$ cat src/include/smm_consts.svh
/*
 Constants of the status monitor multiplexer: register indices, field
 positions, reset values, selector codes and interrupt event bits.
 Assumes a 32-bit Wishbone slave where byte address = index * 4.
*/
`ifndef SMM_CONSTS_SVH
`define SMM_CONSTS_SVH

// register indices (byte address is four times the index)
`define SMM_IDX_SEL_ZERO    14'h0505
`define SMM_IDX_SEL_ONE     14'h0506
`define SMM_IDX_PIN_CTRL    14'h0507
`define SMM_IDX_IRQ_STAT    14'h0510
`define SMM_IDX_IRQ_MASK    14'h0511
`define SMM_IDX_LIVE        14'h0512

// selector field inside a selector register
`define SMM_SEL_MSB         5
`define SMM_SEL_LSB         0

// pin control register fields
`define SMM_PC_EN_ONE       3
`define SMM_PC_EN_ZERO      2
`define SMM_PC_DIV_ZERO     1
`define SMM_PC_DIV_ONE      0

// first code of the halved-clock group of each monitor
`define SMM_CODE_HALF_ZERO  6'h10
`define SMM_CODE_HALF_ONE   6'h14

// interrupt event bits
`define SMM_EV_CLEANUP_UNLOCK 0
`define SMM_EV_SYNTH_UNLOCK   1
`define SMM_EV_REFS_MISSING   2
`define SMM_EV_HOLDOVER       3

// reset values
`define SMM_RST_SEL         8'h00
`define SMM_RST_PIN_CTRL    4'h0
`define SMM_RST_IRQ_MASK    4'h0
`define SMM_RST_IRQ_STAT    4'h0
`define SMM_RST_EV_PREV     4'hf

`endif

$ cat src/include/smm_pkg.sv
/*
 Types of the status monitor multiplexer: bus request, condition inputs,
 loop clock samples and the state records of both modules.
 Assumes the constants header is included by the modules that use it.
*/
package smm_pkg;

    // classic wishbone request from the master
    typedef struct packed {
        logic        cyc;
        logic        stb;
        logic        we;
        logic [15:0] adr;
        logic [3:0]  sel;
        logic [31:0] dat;
    } smm_wb_req_s;

    // static conditions reported by the loops and reference monitors
    typedef struct packed {
        logic cleanup_loop_locked;
        logic synth_loop_locked;
        logic reference_a_missing;
        logic reference_b_missing;
        logic reference_b_active;
        logic auto_select_mode;
        logic reference_a_valid;
        logic reference_b_valid;
        logic cleanup_loop_holdover;
        logic external_oscillator_valid;
        logic cleanup_loop_fb_valid;
        logic synth_loop_fb_valid;
        logic fast_lock_busy;
    } smm_cond_s;

    // sampled loop clocks, synchronous to clk_i
    typedef struct packed {
        logic cleanup_fb;
        logic cleanup_pd_down;
        logic cleanup_ref;
        logic cleanup_pd_up;
        logic synth_fb;
        logic synth_pd_down;
        logic synth_ref;
        logic synth_pd_up;
    } smm_loop_clk_s;

    // state of the top module
    typedef struct packed {
        logic [7:0]  sel_zero;
        logic [7:0]  sel_one;
        logic [3:0]  pin_ctrl;
        logic [3:0]  irq_mask;
        logic [3:0]  irq_stat;
        logic        irq;
        logic        ack;
        logic [31:0] rdata;
        logic [3:0]  ev_prev;
        logic [7:0]  clk_prev;
        logic [7:0]  half;
    } smm_state_s;

    // state of one monitor channel
    typedef struct packed {
        logic       mux_prev;
        logic [1:0] div_cnt;
        logic       pin;
        logic       oe;
    } smm_chan_state_s;

endpackage

$ cat src/smm_chan.sv
/*
 One status monitor channel: selector multiplexer, optional divide by four
 and the registered pin driver.
 Assumes selector and control come from registers in the same clock domain.
*/
`timescale 1ns/1ps
`include "smm_consts.svh"

module smm_chan #(
    parameter logic [5:0] HALF_BASE = `SMM_CODE_HALF_ZERO
) (
    input  wire logic        clk_i,
    input  wire logic        rst_i,
    input  wire logic [5:0]  sel_i,
    input  wire logic [15:0] static_i,
    input  wire logic [3:0]  half_i,
    input  wire logic        en_i,
    input  wire logic        div_en_i,
    output logic             pin_o,
    output logic             oe_o
);

    smm_pkg::smm_chan_state_s cur_reg;
    smm_pkg::smm_chan_state_s cur_next;
    logic                     mux_val;

    // selector decode, divider and pin value
    always_comb begin
        cur_next = cur_reg;
        mux_val  = 1'b0;
        if (sel_i[5:4] == 2'h0) begin
            mux_val = static_i[sel_i[3:0]];
        end else if (sel_i[5:2] == HALF_BASE[5:2]) begin
            mux_val = half_i[sel_i[1:0]];
        end
        cur_next.mux_prev = mux_val;
        if (mux_val && !cur_reg.mux_prev) begin
            cur_next.div_cnt = cur_reg.div_cnt + 2'h1;
        end
        cur_next.pin = en_i & (div_en_i ? cur_reg.div_cnt[1] : mux_val);
        cur_next.oe  = en_i;
    end

    // state register
    always_ff @(posedge clk_i) begin
        if (rst_i) begin
            cur_reg <= '0;
        end else begin
            cur_reg <= cur_next;
        end
    end

    assign pin_o = cur_reg.pin;
    assign oe_o  = cur_reg.oe;

endmodule // smm_chan

$ cat src/smm_top.sv
/*
 Status monitor multiplexer pair with its Wishbone register file and an
 interrupt for loop and reference events.
 Assumes all condition and loop clock inputs are synchronous to clk_i;
 the loop clocks must be well below half the clk_i rate to be halved.
*/
// How it works
// - Register zero holds an 8-bit selector; low six bits choose status output zero.
// - Register one holds an 8-bit selector for status output one, same static codes 0-15.
// - Codes 0-3: output low, both loops locked, cleanup locked, synth locked.
// - Code 4: both references missing; code 5: both missing and synth loop locked.
// - Code 6: reference b active, shown only in automatic selection mode.
// - Codes 7, 8, 14: reference a valid, reference b valid, both valid.
// - Code 9: cleanup loop in holdover; code 13: fast lock in progress.
// - Codes 10-12: oscillator valid, cleanup feedback valid, synth feedback valid.
// - Code 15: asserted only when all monitored clocks are valid together.
// - Monitor zero codes 16-19 give halved cleanup clocks; 20-23 low.
// - Monitor one codes 16-19 low; 20, 21 halved synth feedback and down.
// - Monitor one codes 22, 23 halved synth reference and up; higher reserved.
// - Each pin shows its condition only while its output enable bit is set.
// - Optional divide by four per pin; software avoids it for static codes.
`timescale 1ns/1ps
`include "smm_consts.svh"

module smm_top (
    input  wire logic                  clk_i,
    input  wire logic                  rst_i,
    input  wire smm_pkg::smm_wb_req_s  wb_req_i,
    output logic [31:0]                wb_dat_o,
    output logic                       wb_ack_o,
    input  wire smm_pkg::smm_cond_s    cond_i,
    input  wire smm_pkg::smm_loop_clk_s loop_clk_i,
    output logic                       status_out_zero_o,
    output logic                       status_oe_zero_o,
    output logic                       status_out_one_o,
    output logic                       status_oe_one_o,
    output logic                       irq_o
);

    smm_pkg::smm_state_s st_reg;
    smm_pkg::smm_state_s st_next;

    logic [7:0]  clk_v;
    logic [15:0] static_v;
    logic [3:0]  ev_now;
    logic [3:0]  ev_rise;
    logic [3:0]  irq_clr;
    logic        access;
    logic        wr_lane0;
    logic [13:0] idx;
    logic        pin_zero;
    logic        oe_zero;
    logic        pin_one;
    logic        oe_one;

    // loop clocks in code order: bit = loop * 4 + offset within group
    assign clk_v = {loop_clk_i.synth_pd_up,   loop_clk_i.synth_ref,
                    loop_clk_i.synth_pd_down, loop_clk_i.synth_fb,
                    loop_clk_i.cleanup_pd_up, loop_clk_i.cleanup_ref,
                    loop_clk_i.cleanup_pd_down, loop_clk_i.cleanup_fb};

    // static condition table, indexed by the low four selector bits
    always_comb begin
        static_v     = 16'h0000;
        static_v[1]  = cond_i.cleanup_loop_locked & cond_i.synth_loop_locked;
        static_v[2]  = cond_i.cleanup_loop_locked;
        static_v[3]  = cond_i.synth_loop_locked;
        static_v[4]  = cond_i.reference_a_missing & cond_i.reference_b_missing;
        static_v[5]  = cond_i.reference_a_missing & cond_i.reference_b_missing
                     & cond_i.synth_loop_locked;
        static_v[6]  = cond_i.reference_b_active & cond_i.auto_select_mode;
        static_v[7]  = cond_i.reference_a_valid;
        static_v[8]  = cond_i.reference_b_valid;
        static_v[9]  = cond_i.cleanup_loop_holdover;
        static_v[10] = cond_i.external_oscillator_valid;
        static_v[11] = cond_i.cleanup_loop_fb_valid;
        static_v[12] = cond_i.synth_loop_fb_valid;
        static_v[13] = cond_i.fast_lock_busy;
        static_v[14] = cond_i.reference_a_valid & cond_i.reference_b_valid;
        static_v[15] = cond_i.reference_a_valid & cond_i.reference_b_valid
                     & cond_i.external_oscillator_valid
                     & cond_i.cleanup_loop_fb_valid
                     & cond_i.synth_loop_fb_valid;
    end

    // events watched by the interrupt logic
    assign ev_now = {cond_i.cleanup_loop_holdover,
                     cond_i.reference_a_missing & cond_i.reference_b_missing,
                     ~cond_i.synth_loop_locked,
                     ~cond_i.cleanup_loop_locked};
    assign ev_rise = ev_now & ~st_reg.ev_prev;

    // bus request decode: one access per request, answered by ack
    assign access   = wb_req_i.cyc & wb_req_i.stb & ~st_reg.ack;
    assign wr_lane0 = access & wb_req_i.we & wb_req_i.sel[0];
    assign idx      = wb_req_i.adr[15:2];

    // write one to clear, only through byte lane zero
    always_comb begin
        irq_clr = 4'h0;
        if (wr_lane0 && idx == `SMM_IDX_IRQ_STAT) begin
            irq_clr = wb_req_i.dat[3:0];
        end
    end

    // next state: registers, halving dividers, events and bus answer
    always_comb begin
        st_next = st_reg;

        // halved loop clocks: toggle on each rising edge of the sample
        st_next.clk_prev = clk_v;
        st_next.half     = st_reg.half ^ (clk_v & ~st_reg.clk_prev);

        // register writes take effect at the edge that raises ack
        if (wr_lane0) begin
            if (idx == `SMM_IDX_SEL_ZERO) begin
                st_next.sel_zero = wb_req_i.dat[7:0];
            end else if (idx == `SMM_IDX_SEL_ONE) begin
                st_next.sel_one = wb_req_i.dat[7:0];
            end else if (idx == `SMM_IDX_PIN_CTRL) begin
                st_next.pin_ctrl = wb_req_i.dat[3:0];
            end else if (idx == `SMM_IDX_IRQ_MASK) begin
                st_next.irq_mask = wb_req_i.dat[3:0];
            end
        end

        // sticky status: a new event wins over a clear in the same cycle
        st_next.ev_prev  = ev_now;
        st_next.irq_stat = (st_reg.irq_stat & ~irq_clr) | ev_rise;
        st_next.irq      = |(st_next.irq_stat & st_next.irq_mask);

        // answer one cycle after the request, drop ack the cycle after
        st_next.ack = access;
        if (access && !wb_req_i.we) begin
            if (idx == `SMM_IDX_SEL_ZERO) begin
                st_next.rdata = {24'h000000, st_reg.sel_zero};
            end else if (idx == `SMM_IDX_SEL_ONE) begin
                st_next.rdata = {24'h000000, st_reg.sel_one};
            end else if (idx == `SMM_IDX_PIN_CTRL) begin
                st_next.rdata = {28'h0000000, st_reg.pin_ctrl};
            end else if (idx == `SMM_IDX_IRQ_STAT) begin
                st_next.rdata = {28'h0000000, st_reg.irq_stat};
            end else if (idx == `SMM_IDX_IRQ_MASK) begin
                st_next.rdata = {28'h0000000, st_reg.irq_mask};
            end else if (idx == `SMM_IDX_LIVE) begin
                st_next.rdata = {17'h00000, pin_one, pin_zero, cond_i};
            end else begin
                st_next.rdata = 32'h00000000;              // unmapped reads zero
            end
        end else if (access) begin
            st_next.rdata = 32'h00000000;
        end
    end

    // state register
    always_ff @(posedge clk_i) begin
        if (rst_i) begin
            st_reg          <= '0;
            st_reg.sel_zero <= `SMM_RST_SEL;
            st_reg.sel_one  <= `SMM_RST_SEL;
            st_reg.pin_ctrl <= `SMM_RST_PIN_CTRL;
            st_reg.irq_mask <= `SMM_RST_IRQ_MASK;
            st_reg.irq_stat <= `SMM_RST_IRQ_STAT;
            st_reg.ev_prev  <= `SMM_RST_EV_PREV;
        end else begin
            st_reg <= st_next;
        end
    end

    // monitor zero: halved cleanup loop clocks at its half group
    smm_chan #(
        .HALF_BASE (`SMM_CODE_HALF_ZERO)
    ) u_chan_zero (
        .clk_i    (clk_i),
        .rst_i    (rst_i),
        .sel_i    (st_reg.sel_zero[`SMM_SEL_MSB:`SMM_SEL_LSB]),
        .static_i (static_v),
        .half_i   (st_reg.half[3:0]),
        .en_i     (st_reg.pin_ctrl[`SMM_PC_EN_ZERO]),
        .div_en_i (st_reg.pin_ctrl[`SMM_PC_DIV_ZERO]),
        .pin_o    (pin_zero),
        .oe_o     (oe_zero)
    );

    // monitor one: halved synth loop clocks at its half group
    smm_chan #(
        .HALF_BASE (`SMM_CODE_HALF_ONE)
    ) u_chan_one (
        .clk_i    (clk_i),
        .rst_i    (rst_i),
        .sel_i    (st_reg.sel_one[`SMM_SEL_MSB:`SMM_SEL_LSB]),
        .static_i (static_v),
        .half_i   (st_reg.half[7:4]),
        .en_i     (st_reg.pin_ctrl[`SMM_PC_EN_ONE]),
        .div_en_i (st_reg.pin_ctrl[`SMM_PC_DIV_ONE]),
        .pin_o    (pin_one),
        .oe_o     (oe_one)
    );

    // outputs straight from flip-flops
    assign wb_dat_o          = st_reg.rdata;
    assign wb_ack_o          = st_reg.ack;
    assign irq_o             = st_reg.irq;
    assign status_out_zero_o = pin_zero;
    assign status_oe_zero_o  = oe_zero;
    assign status_out_one_o  = pin_one;
    assign status_oe_one_o   = oe_one;

endmodule // smm_top

$ cat config.mk
export PLATFORM = sky130hd
export DESIGN_NAME = smm_top
export DESIGN_NICKNAME = d
export VERILOG_FILES = /design/src/include/smm_pkg.sv /design/src/smm_chan.sv /design/src/smm_top.sv
export VERILOG_INCLUDE_DIRS = /design/src /design/src/include
export SDC_FILE = /design/constraint.sdc
export NUM_CORES = 1
export LEC_CHECK = 0
export BUFFER_PORTS_ARGS = -buffer_cell sky130_fd_sc_hd__buf_2
export CAP_MARGIN = 20
export CORE_MARGIN = 5
export CORE_UTILIZATION = 53
export CTS_CLUSTER_SIZE = 25
export DETAILED_ROUTE_END_ITERATION = 7
export PLACE_DENSITY = 0.78
export SKIP_LAST_GASP = 1
export SYNTH_ARGS = -nofsm -noshare
export SYNTH_HDL_FRONTEND = slang
export SYNTH_HIERARCHICAL = 1
export SYNTH_SLANG_ARGS = --single-unit
$ cat constraint.sdc
create_clock -name clk_i -period 6.9 [get_ports clk_i]
set_clock_uncertainty 0.05 [all_clocks]
set_input_delay 1.38 -clock clk_i [delete_from_list [all_inputs] [get_ports clk_i]]
set_output_delay 1.38 -clock clk_i [all_outputs]
set_load 0.02 [all_outputs]
==> results of run 1 <==
Yosys cell counts (2+ instances only):
master,instances
nor2b_1,27
mux2i_1,33
dfxtp_1,75
a22oi_1,11
nand3_2,2
mux4_1,6
a31oi_1,2
and4_1,2
or4_4,3
nand2_1,14
mux4_2,2
nand4_1,4
nor3_4,3
nor4_1,2
mux2_1,4
nor3_1,4
o22a_1,2
o211ai_1,6
nor2_1,63
xnor2_1,8
a21oi_1,25
mux2_2,2
buf_6,2
o21ai_0,10
nand3_1,3
buf_4,32
a31oi_4,2
and3_1,3
and2_1,3
clkbuf_1,10
nand2b_1,12
inv_1,3
o32ai_1,2
final cells by class:
| cell class | count | area, sq um |
|---|---|---|
| clock buffer | 11 | 141 |
| clock inverter | 5 | 100 |
| fill | 600 | 2590 |
| inverter | 3 | 11.3 |
| multi-input combinational | 291 | 2000 |
| sequential | 75 | 1500 |
| tap | 96 | 120 |
| timing repair buffer | 72 | 368 |
cells by family (layout without fill, tap and decap cells):
| group | after synthesis | after routing | synth area share |
|---|---|---|---|
| buffers and inverters | 49 | 91 | 0.0852 |
| DFF | 75 | 75 | 0.400 |
| muxes | 47 | 47 | 0.160 |
| AOI/OAI and AO/OA | 65 | 65 | 0.116 |
| other | 1 | 19 | 0.000998 |
| xor gates and xnor gates | 8 | 8 | 0.0186 |
| and+or+nand+nor | 152 | 152 | 0.220 |
layer usage:
layer | up-vias | routed length [microns] | GRT usage
met3 | 21 | 564 | 0.0385
li1 | 1462 | - | -
met5 | - | 0 | 0
met2 | 123 | 4070 | 0.336
met1 | 1460 | 3900 | 0.261
met4 | 0 | 249 | 0.0987
power breakdown:
part / internal [mW] / switching, mW
Combinational: 0.0347 / 0.0494
Sequential: 0.446 / 0.00650
Clock: 0.249 / 0.159
Total: 0.729 / 0.215
layout by cell type (no fill, tap or decap), types with 4 or more instances in the layout:
cell / count
clkbuf_8: 10
nor2_1: 63
mux2_1: 4
nand4_1: 4
nor2b_1: 27
conb_1: 19
nor3_1: 4
a21oi_1: 25
o211ai_1: 6
nand2_1: 14
nand2b_1: 12
a22oi_1: 11
buf_2: 69
mux2i_1: 33
xnor2_1: 8
dfxtp_1: 75
o21ai_0: 10
mux4_1: 6
stage by stage:
step | setup slack [ns] | instance area, sq um | total power, mW
2_1_floorplan | 3.47 | 3820 | 0.522
3_3_place_gp | 3.22 | 4000 | 0.542
3_5_place_dp | 3.18 | 4000 | 0.545
4_1_cts | 3.56 | 4250 | 0.950
5_1_grt | 3.35 | 4250 | 0.982
6_report | 3.52 | 4250 | 0.944
critical path: cells and delay by family:
kind          cells  cell delay [ns]
buf+inv           1             0.10
mux               1             0.26
simple gates      4             1.79
worst paths after layout:
path | slack, ns | depth (start not counted) | startpoint | to
worst max-delay path | 3.52 | 6 | wb_req_i[47] | st_reg[70]
worst min-delay path | 0.40 | 2 | wb_dat_o[0] | wb_dat_o[0]
worst max register to register | 4.29 | 5 | wb_ack_o | wb_dat_o[14]
worst min register to register | 0.40 | 2 | wb_dat_o[0] | wb_dat_o[0]
==> results.md, run 1 <==
- Vias/cell: 5.54
- Std cell rows: 30
- Crit Path Class: in -> reg
- Synth top area share: 0.400
- Diodes inserted: 0
- Post-Place Cells: 537
- Number of flops mapped to enable cells by yosys: 0
- Final max-slew violation count: 0
- Worst EP arrival: 3.53 ns
- Worst stage delay on the critical path: 0.59 ns
- P_leak: 1.68 nW
- #FFs+latches synth: 75
- Leading area contributor after synthesis: dfxtp_1
- Vias in the first global route: 2981
- Synth Instances: 397
- Hold WS: 0.402 ns
- Fin crit period: 3.38 ns
- Critical Path End Type: register
- Top cells by area in the synthesized netlist: dfxtp_1 40%, mux2i_1 8.8%, buf_4 6.4%, nor2_1 6.3%, nor2b_1 4.5%
- Worst-Margin Slew: 0.771 ns
- Area growth from synthesis to layout: 13.0%
- CP startpoint kind: input pin
- Final Util: 0.621
- First-pass GRT wire length: 14.2 mm
- Initial antenna violation count: 0
- Total track usage: 0.206
- Worst-path clk slew: 0.08 ns
- F_max: 296 MHz
- Detailed Routing Iterations Pass 1: 5
- Commonest register cell after synthesis: dfxtp_1
- Post-CTS setup buffer count: 0
- Async SR Flop Fraction: 0
- Final period util: 0.490
- WP data required: 7.05 ns
- Max VDD drop: 161 uV
- Clk sinks: 75
- Cells along the critical path: buf_2 > or4b_4 > or4_4 > nor3_4 > mux2i_1 > nor2_1
- Setup violators final: 0
- Clock tree buffer depth: 2
- DRC: 0
- Root buf cell: clkbuf_8
- CTS tree: yes
- Final Hold Viols: 0
- Fin cells: 553
- DP HPWL: 6.31 mm
- Final antenna-violating net count: 0
- Routed wire length: 8.78 mm
- Core region area: 6830 sq um
- Synth unique cells: 48
- CTS H-tree lvls: 3
- DIE HEIGHT: 94.2 microns
- Die width: 94.2 microns
- Outcome: complete, no violations
- Nets@finish: 530
- Largest net degree at the start of global routing: 77
- Post-CTS Resized: 0
- RSZ-0062 raised after global routing: false
- Register area share after synthesis: 0.400
- Setup_tns: 0 ns
- Max-Cap Viols: 0
- Share of layout cells above drive strength 1: 0.230
- Synthesized area: 3760 sq um
- Top Ports: 116
- Via count: 3066
- Drt wl/cell: 15.9 microns
- Power per cell area: 222 nW/um^2
- Clk Latency, worst-skew pair: 0.35 ns
- Hold buffers post-CTS: 0
- Max FFs per register: 48
- Synthesis warning total: 6
- Die area: 8870 sq um
- Relative slew slack: 0.484
- Crit path max-delay cell type: or4_4
- Initial Util: 0.550
- Grt ovf: 0
- TritonCTS Buffers: 9
- GP Congestion: 0.946
- Largest fanout on the critical path: 8
- Hold WC Path Type: reg -> reg
- Iteration-0 DRC Markers: 192
- PortBufs: 69
- Avg Cell Area, Syn: 9.46 sq um
Note: power is estimated with default switching activity, not from simulation.
==> run 2: changes to the inputs <==
Settings changed: CORE_UTILIZATION 53 to 46, PLACE_DENSITY 0.78 to 0.72.
Clock period 6.9 ns to 2.94 ns, I/O delays scaled along.
==> results.md, run 2 (same netlist as run 1, synthesis figures left out) <==
- GP Congestion: 0.908 (was 0.946)
- Largest net degree at the start of global routing: 43 (was 77)
- Share of layout cells above drive strength 1: 0.247 (was 0.230)
- Worst-path clk slew: 0.08 ns (about the same)
- Most frequent cells in the layout: 75 x dfxtp_1, 69 x buf_2, 63 x nor2_1 (unchanged)
- Max-Cap Viols: 0 (unchanged)
- Crit path max-delay cell type: or4b_4 (was or4_4)
- Cells along the critical path: buf_2 > or4b_4 > or4_4 > nor3_4 > mux2i_1 > o22a_1 > a21oi_2 (was buf_2 > or4b_4 > or4_4 > nor3_4 > mux2i_1 > nor2_1)
- RSZ-0062 raised after global routing: false (unchanged)
- Final Power: 2.04 mW (was 0.944 mW)
- Register area: 1500 sq um (unchanged)
- Hold WS: 0.403 ns (was 0.402 ns)
- P_leak: 1.70 nW (was 1.68 nW)
- CTS tree: yes (unchanged)
- Outcome: complete, no violations (unchanged)
- Setup_tns: 0 ns (unchanged)
- Setup violators final: 0 (unchanged)
- Final max-slew violation count: 0 (unchanged)
- Critical path depth: 7 (was 6)
- Worst EP arrival: 2.70 ns (was 3.53 ns)
- R2r setup slk: 0.76 ns (was 4.29 ns)
- CP endpoint: irq_o (was st_reg[70])
- Initial Util: 0.464 (was 0.550)
- TritonCTS Buffers: 9 (unchanged)
- Largest fanout on the critical path: 5 (was 8)
- Final period util: 0.853
- Post-place setup slack: 0.0991 ns (was 3.18 ns)
- Post-CTS setup buffer count: 0 (unchanged)
- Clock tree buffer depth: 2 (unchanged)
- DRC: 0 (unchanged)
- Critical Path End Type: register (unchanged)
- Post-Place Cells: 555 (was 537)
- Via count: 2938 (was 3066)
- CP startpoint kind: input pin (unchanged)
- Detailed Routing Iterations Pass 1: 4 (was 5)
- Iteration-0 DRC Markers: 156 (was 192)
- Diodes inserted: 0 (unchanged)
- Fin cells: 571 (was 553)
- Cell family with most CP delay: simple AND/OR/NAND/NOR gates (unchanged)
- Nets@finish: 539 (was 530)
- First-pass GRT wire length: 14.7 mm (was 14.2 mm)
- WP data required: 3.14 ns (was 7.05 ns)
- Crit Path Class: in -> reg (unchanged)
- Area growth from synthesis to layout: 14.5% (was 13.0%)
- Power per cell area: 475 nW/um^2 (was 222 nW/um^2)
- Die area: 10100 sq um (was 8870 sq um)
- CTS H-tree lvls: 3 (unchanged)
- FF-to-FF path depth: 5 (unchanged)
- F_max: 399 MHz
- Post-CTS Resized: 0 (unchanged)
- Clk sinks: 75 (unchanged)
- Relative slew slack: 0.524 (was 0.484)
- Root buf cell: clkbuf_8 (unchanged)
- Vias in the first global route: 2905 (was 2981)
- DIE HEIGHT: 100 microns (was 94.2 microns)
- PortBufs: 69 (unchanged)
- WP buf/inv: 1 (unchanged)
- Reg2Reg Capture Point: u_chan_one/cur_reg[2] (was wb_dat_o[14])
- Hold buffers post-CTS: 0 (unchanged)
- Hold WC Path Type: reg -> reg (unchanged)
- Std cell rows: 33 (was 30)
- Die width: 100 microns (was 94.2 microns)
- Max VDD drop: 253 uV (was 161 uV)
- Worst-Margin Slew: 0.714 ns (was 0.771 ns)
- Initial antenna violation count: 0 (unchanged)
- Setup WS post-layout: 0.433 ns (was 3.52 ns)
- Top Ports: 116 (unchanged)
- Core region area: 8090 sq um (was 6830 sq um)
- Vias/cell: 5.15 (was 5.54)
- Worst setup startpoint: wb_req_i[47] (unchanged)
- Grt ovf: 0 (unchanged)
- Routed wire length: 9.07 mm (was 8.78 mm)
- DP HPWL: 6.85 mm (was 6.31 mm)
- Max FFs per register: 48 (unchanged)
- Worst stage delay on the critical path: 0.56 ns (was 0.59 ns)
- Final antenna-violating net count: 0 (unchanged)
- Commonest non-fill, non-tap cell in the layout: dfxtp_1 (unchanged)
- Total track usage: 0.188 (was 0.206)
- Fin crit period: 2.51 ns
- Fillcell total: 769 (was 600)
- Reg2reg start: st_reg[66] (was wb_ack_o)
- Clk Latency, worst-skew pair: 0.35 ns (about the same)
- Drt wl/cell: 15.9 microns (about the same)
- Final Hold Viols: 0 (unchanged)
- Area of the multi-input gates: 2000 sq um (unchanged)
## run 2: routing by layer
layer	GRT usage	share of wire	up-vias
met1	0.253	0.45	1366
li1	-	-	1480
met4	0.0767	0.015	0
met5	0	0	-
met2	0.301	0.47	82
met3	0.0292	0.065	10
## run 2: cell type report
cell class                      instances  area share
Clock buffer                            9      0.0288
Clock inverter                          7      0.0160
Inverter                                3     0.00262
Multi-Input combinational cell        291       0.466
Sequential cell                        75       0.349
Tap cell                              105      0.0305
Timing Repair Buffer                   81       0.107
## run 2: worst min path at each step
stage          slack [ns]     startpoint  cells after the start      endpoint
4_1_cts              0.39  loop_clk_i[4]                      2    st_reg[11]
5_1_grt              0.40  loop_clk_i[1]                      2    st_reg[14]
3_5_place_dp         0.39    wb_dat_o[0]                      2   wb_dat_o[0]
3_3_place_gp         0.39    wb_dat_o[0]                      2   wb_dat_o[0]
2_1_floorplan        0.38   wb_dat_o[11]                      2  wb_dat_o[11]
6_report             0.40    wb_dat_o[2]                      2   wb_dat_o[2]
## run 2: worst min-delay path: stages, from the launching register on
cell,delay (ns)
dfxtp_1,0.31
nand2_1,0.05
a21oi_1,0.05
## run 2: report_power, final
part,switching [mW],internal (mW),leakage (nW)
clock network,0.390,0.388,0.0950
logic,0.119,0.0857,0.992
registers,0.0152,1.05,0.611
## run 2: per-stage QoR
stage          instance area, sq um  utilization
2_1_floorplan                  3820            -
3_3_place_gp                   4110        0.508
3_5_place_dp                   4110        0.508
4_1_cts                        4300        0.531
5_1_grt                        4300        0.531
6_report                       4300        0.531
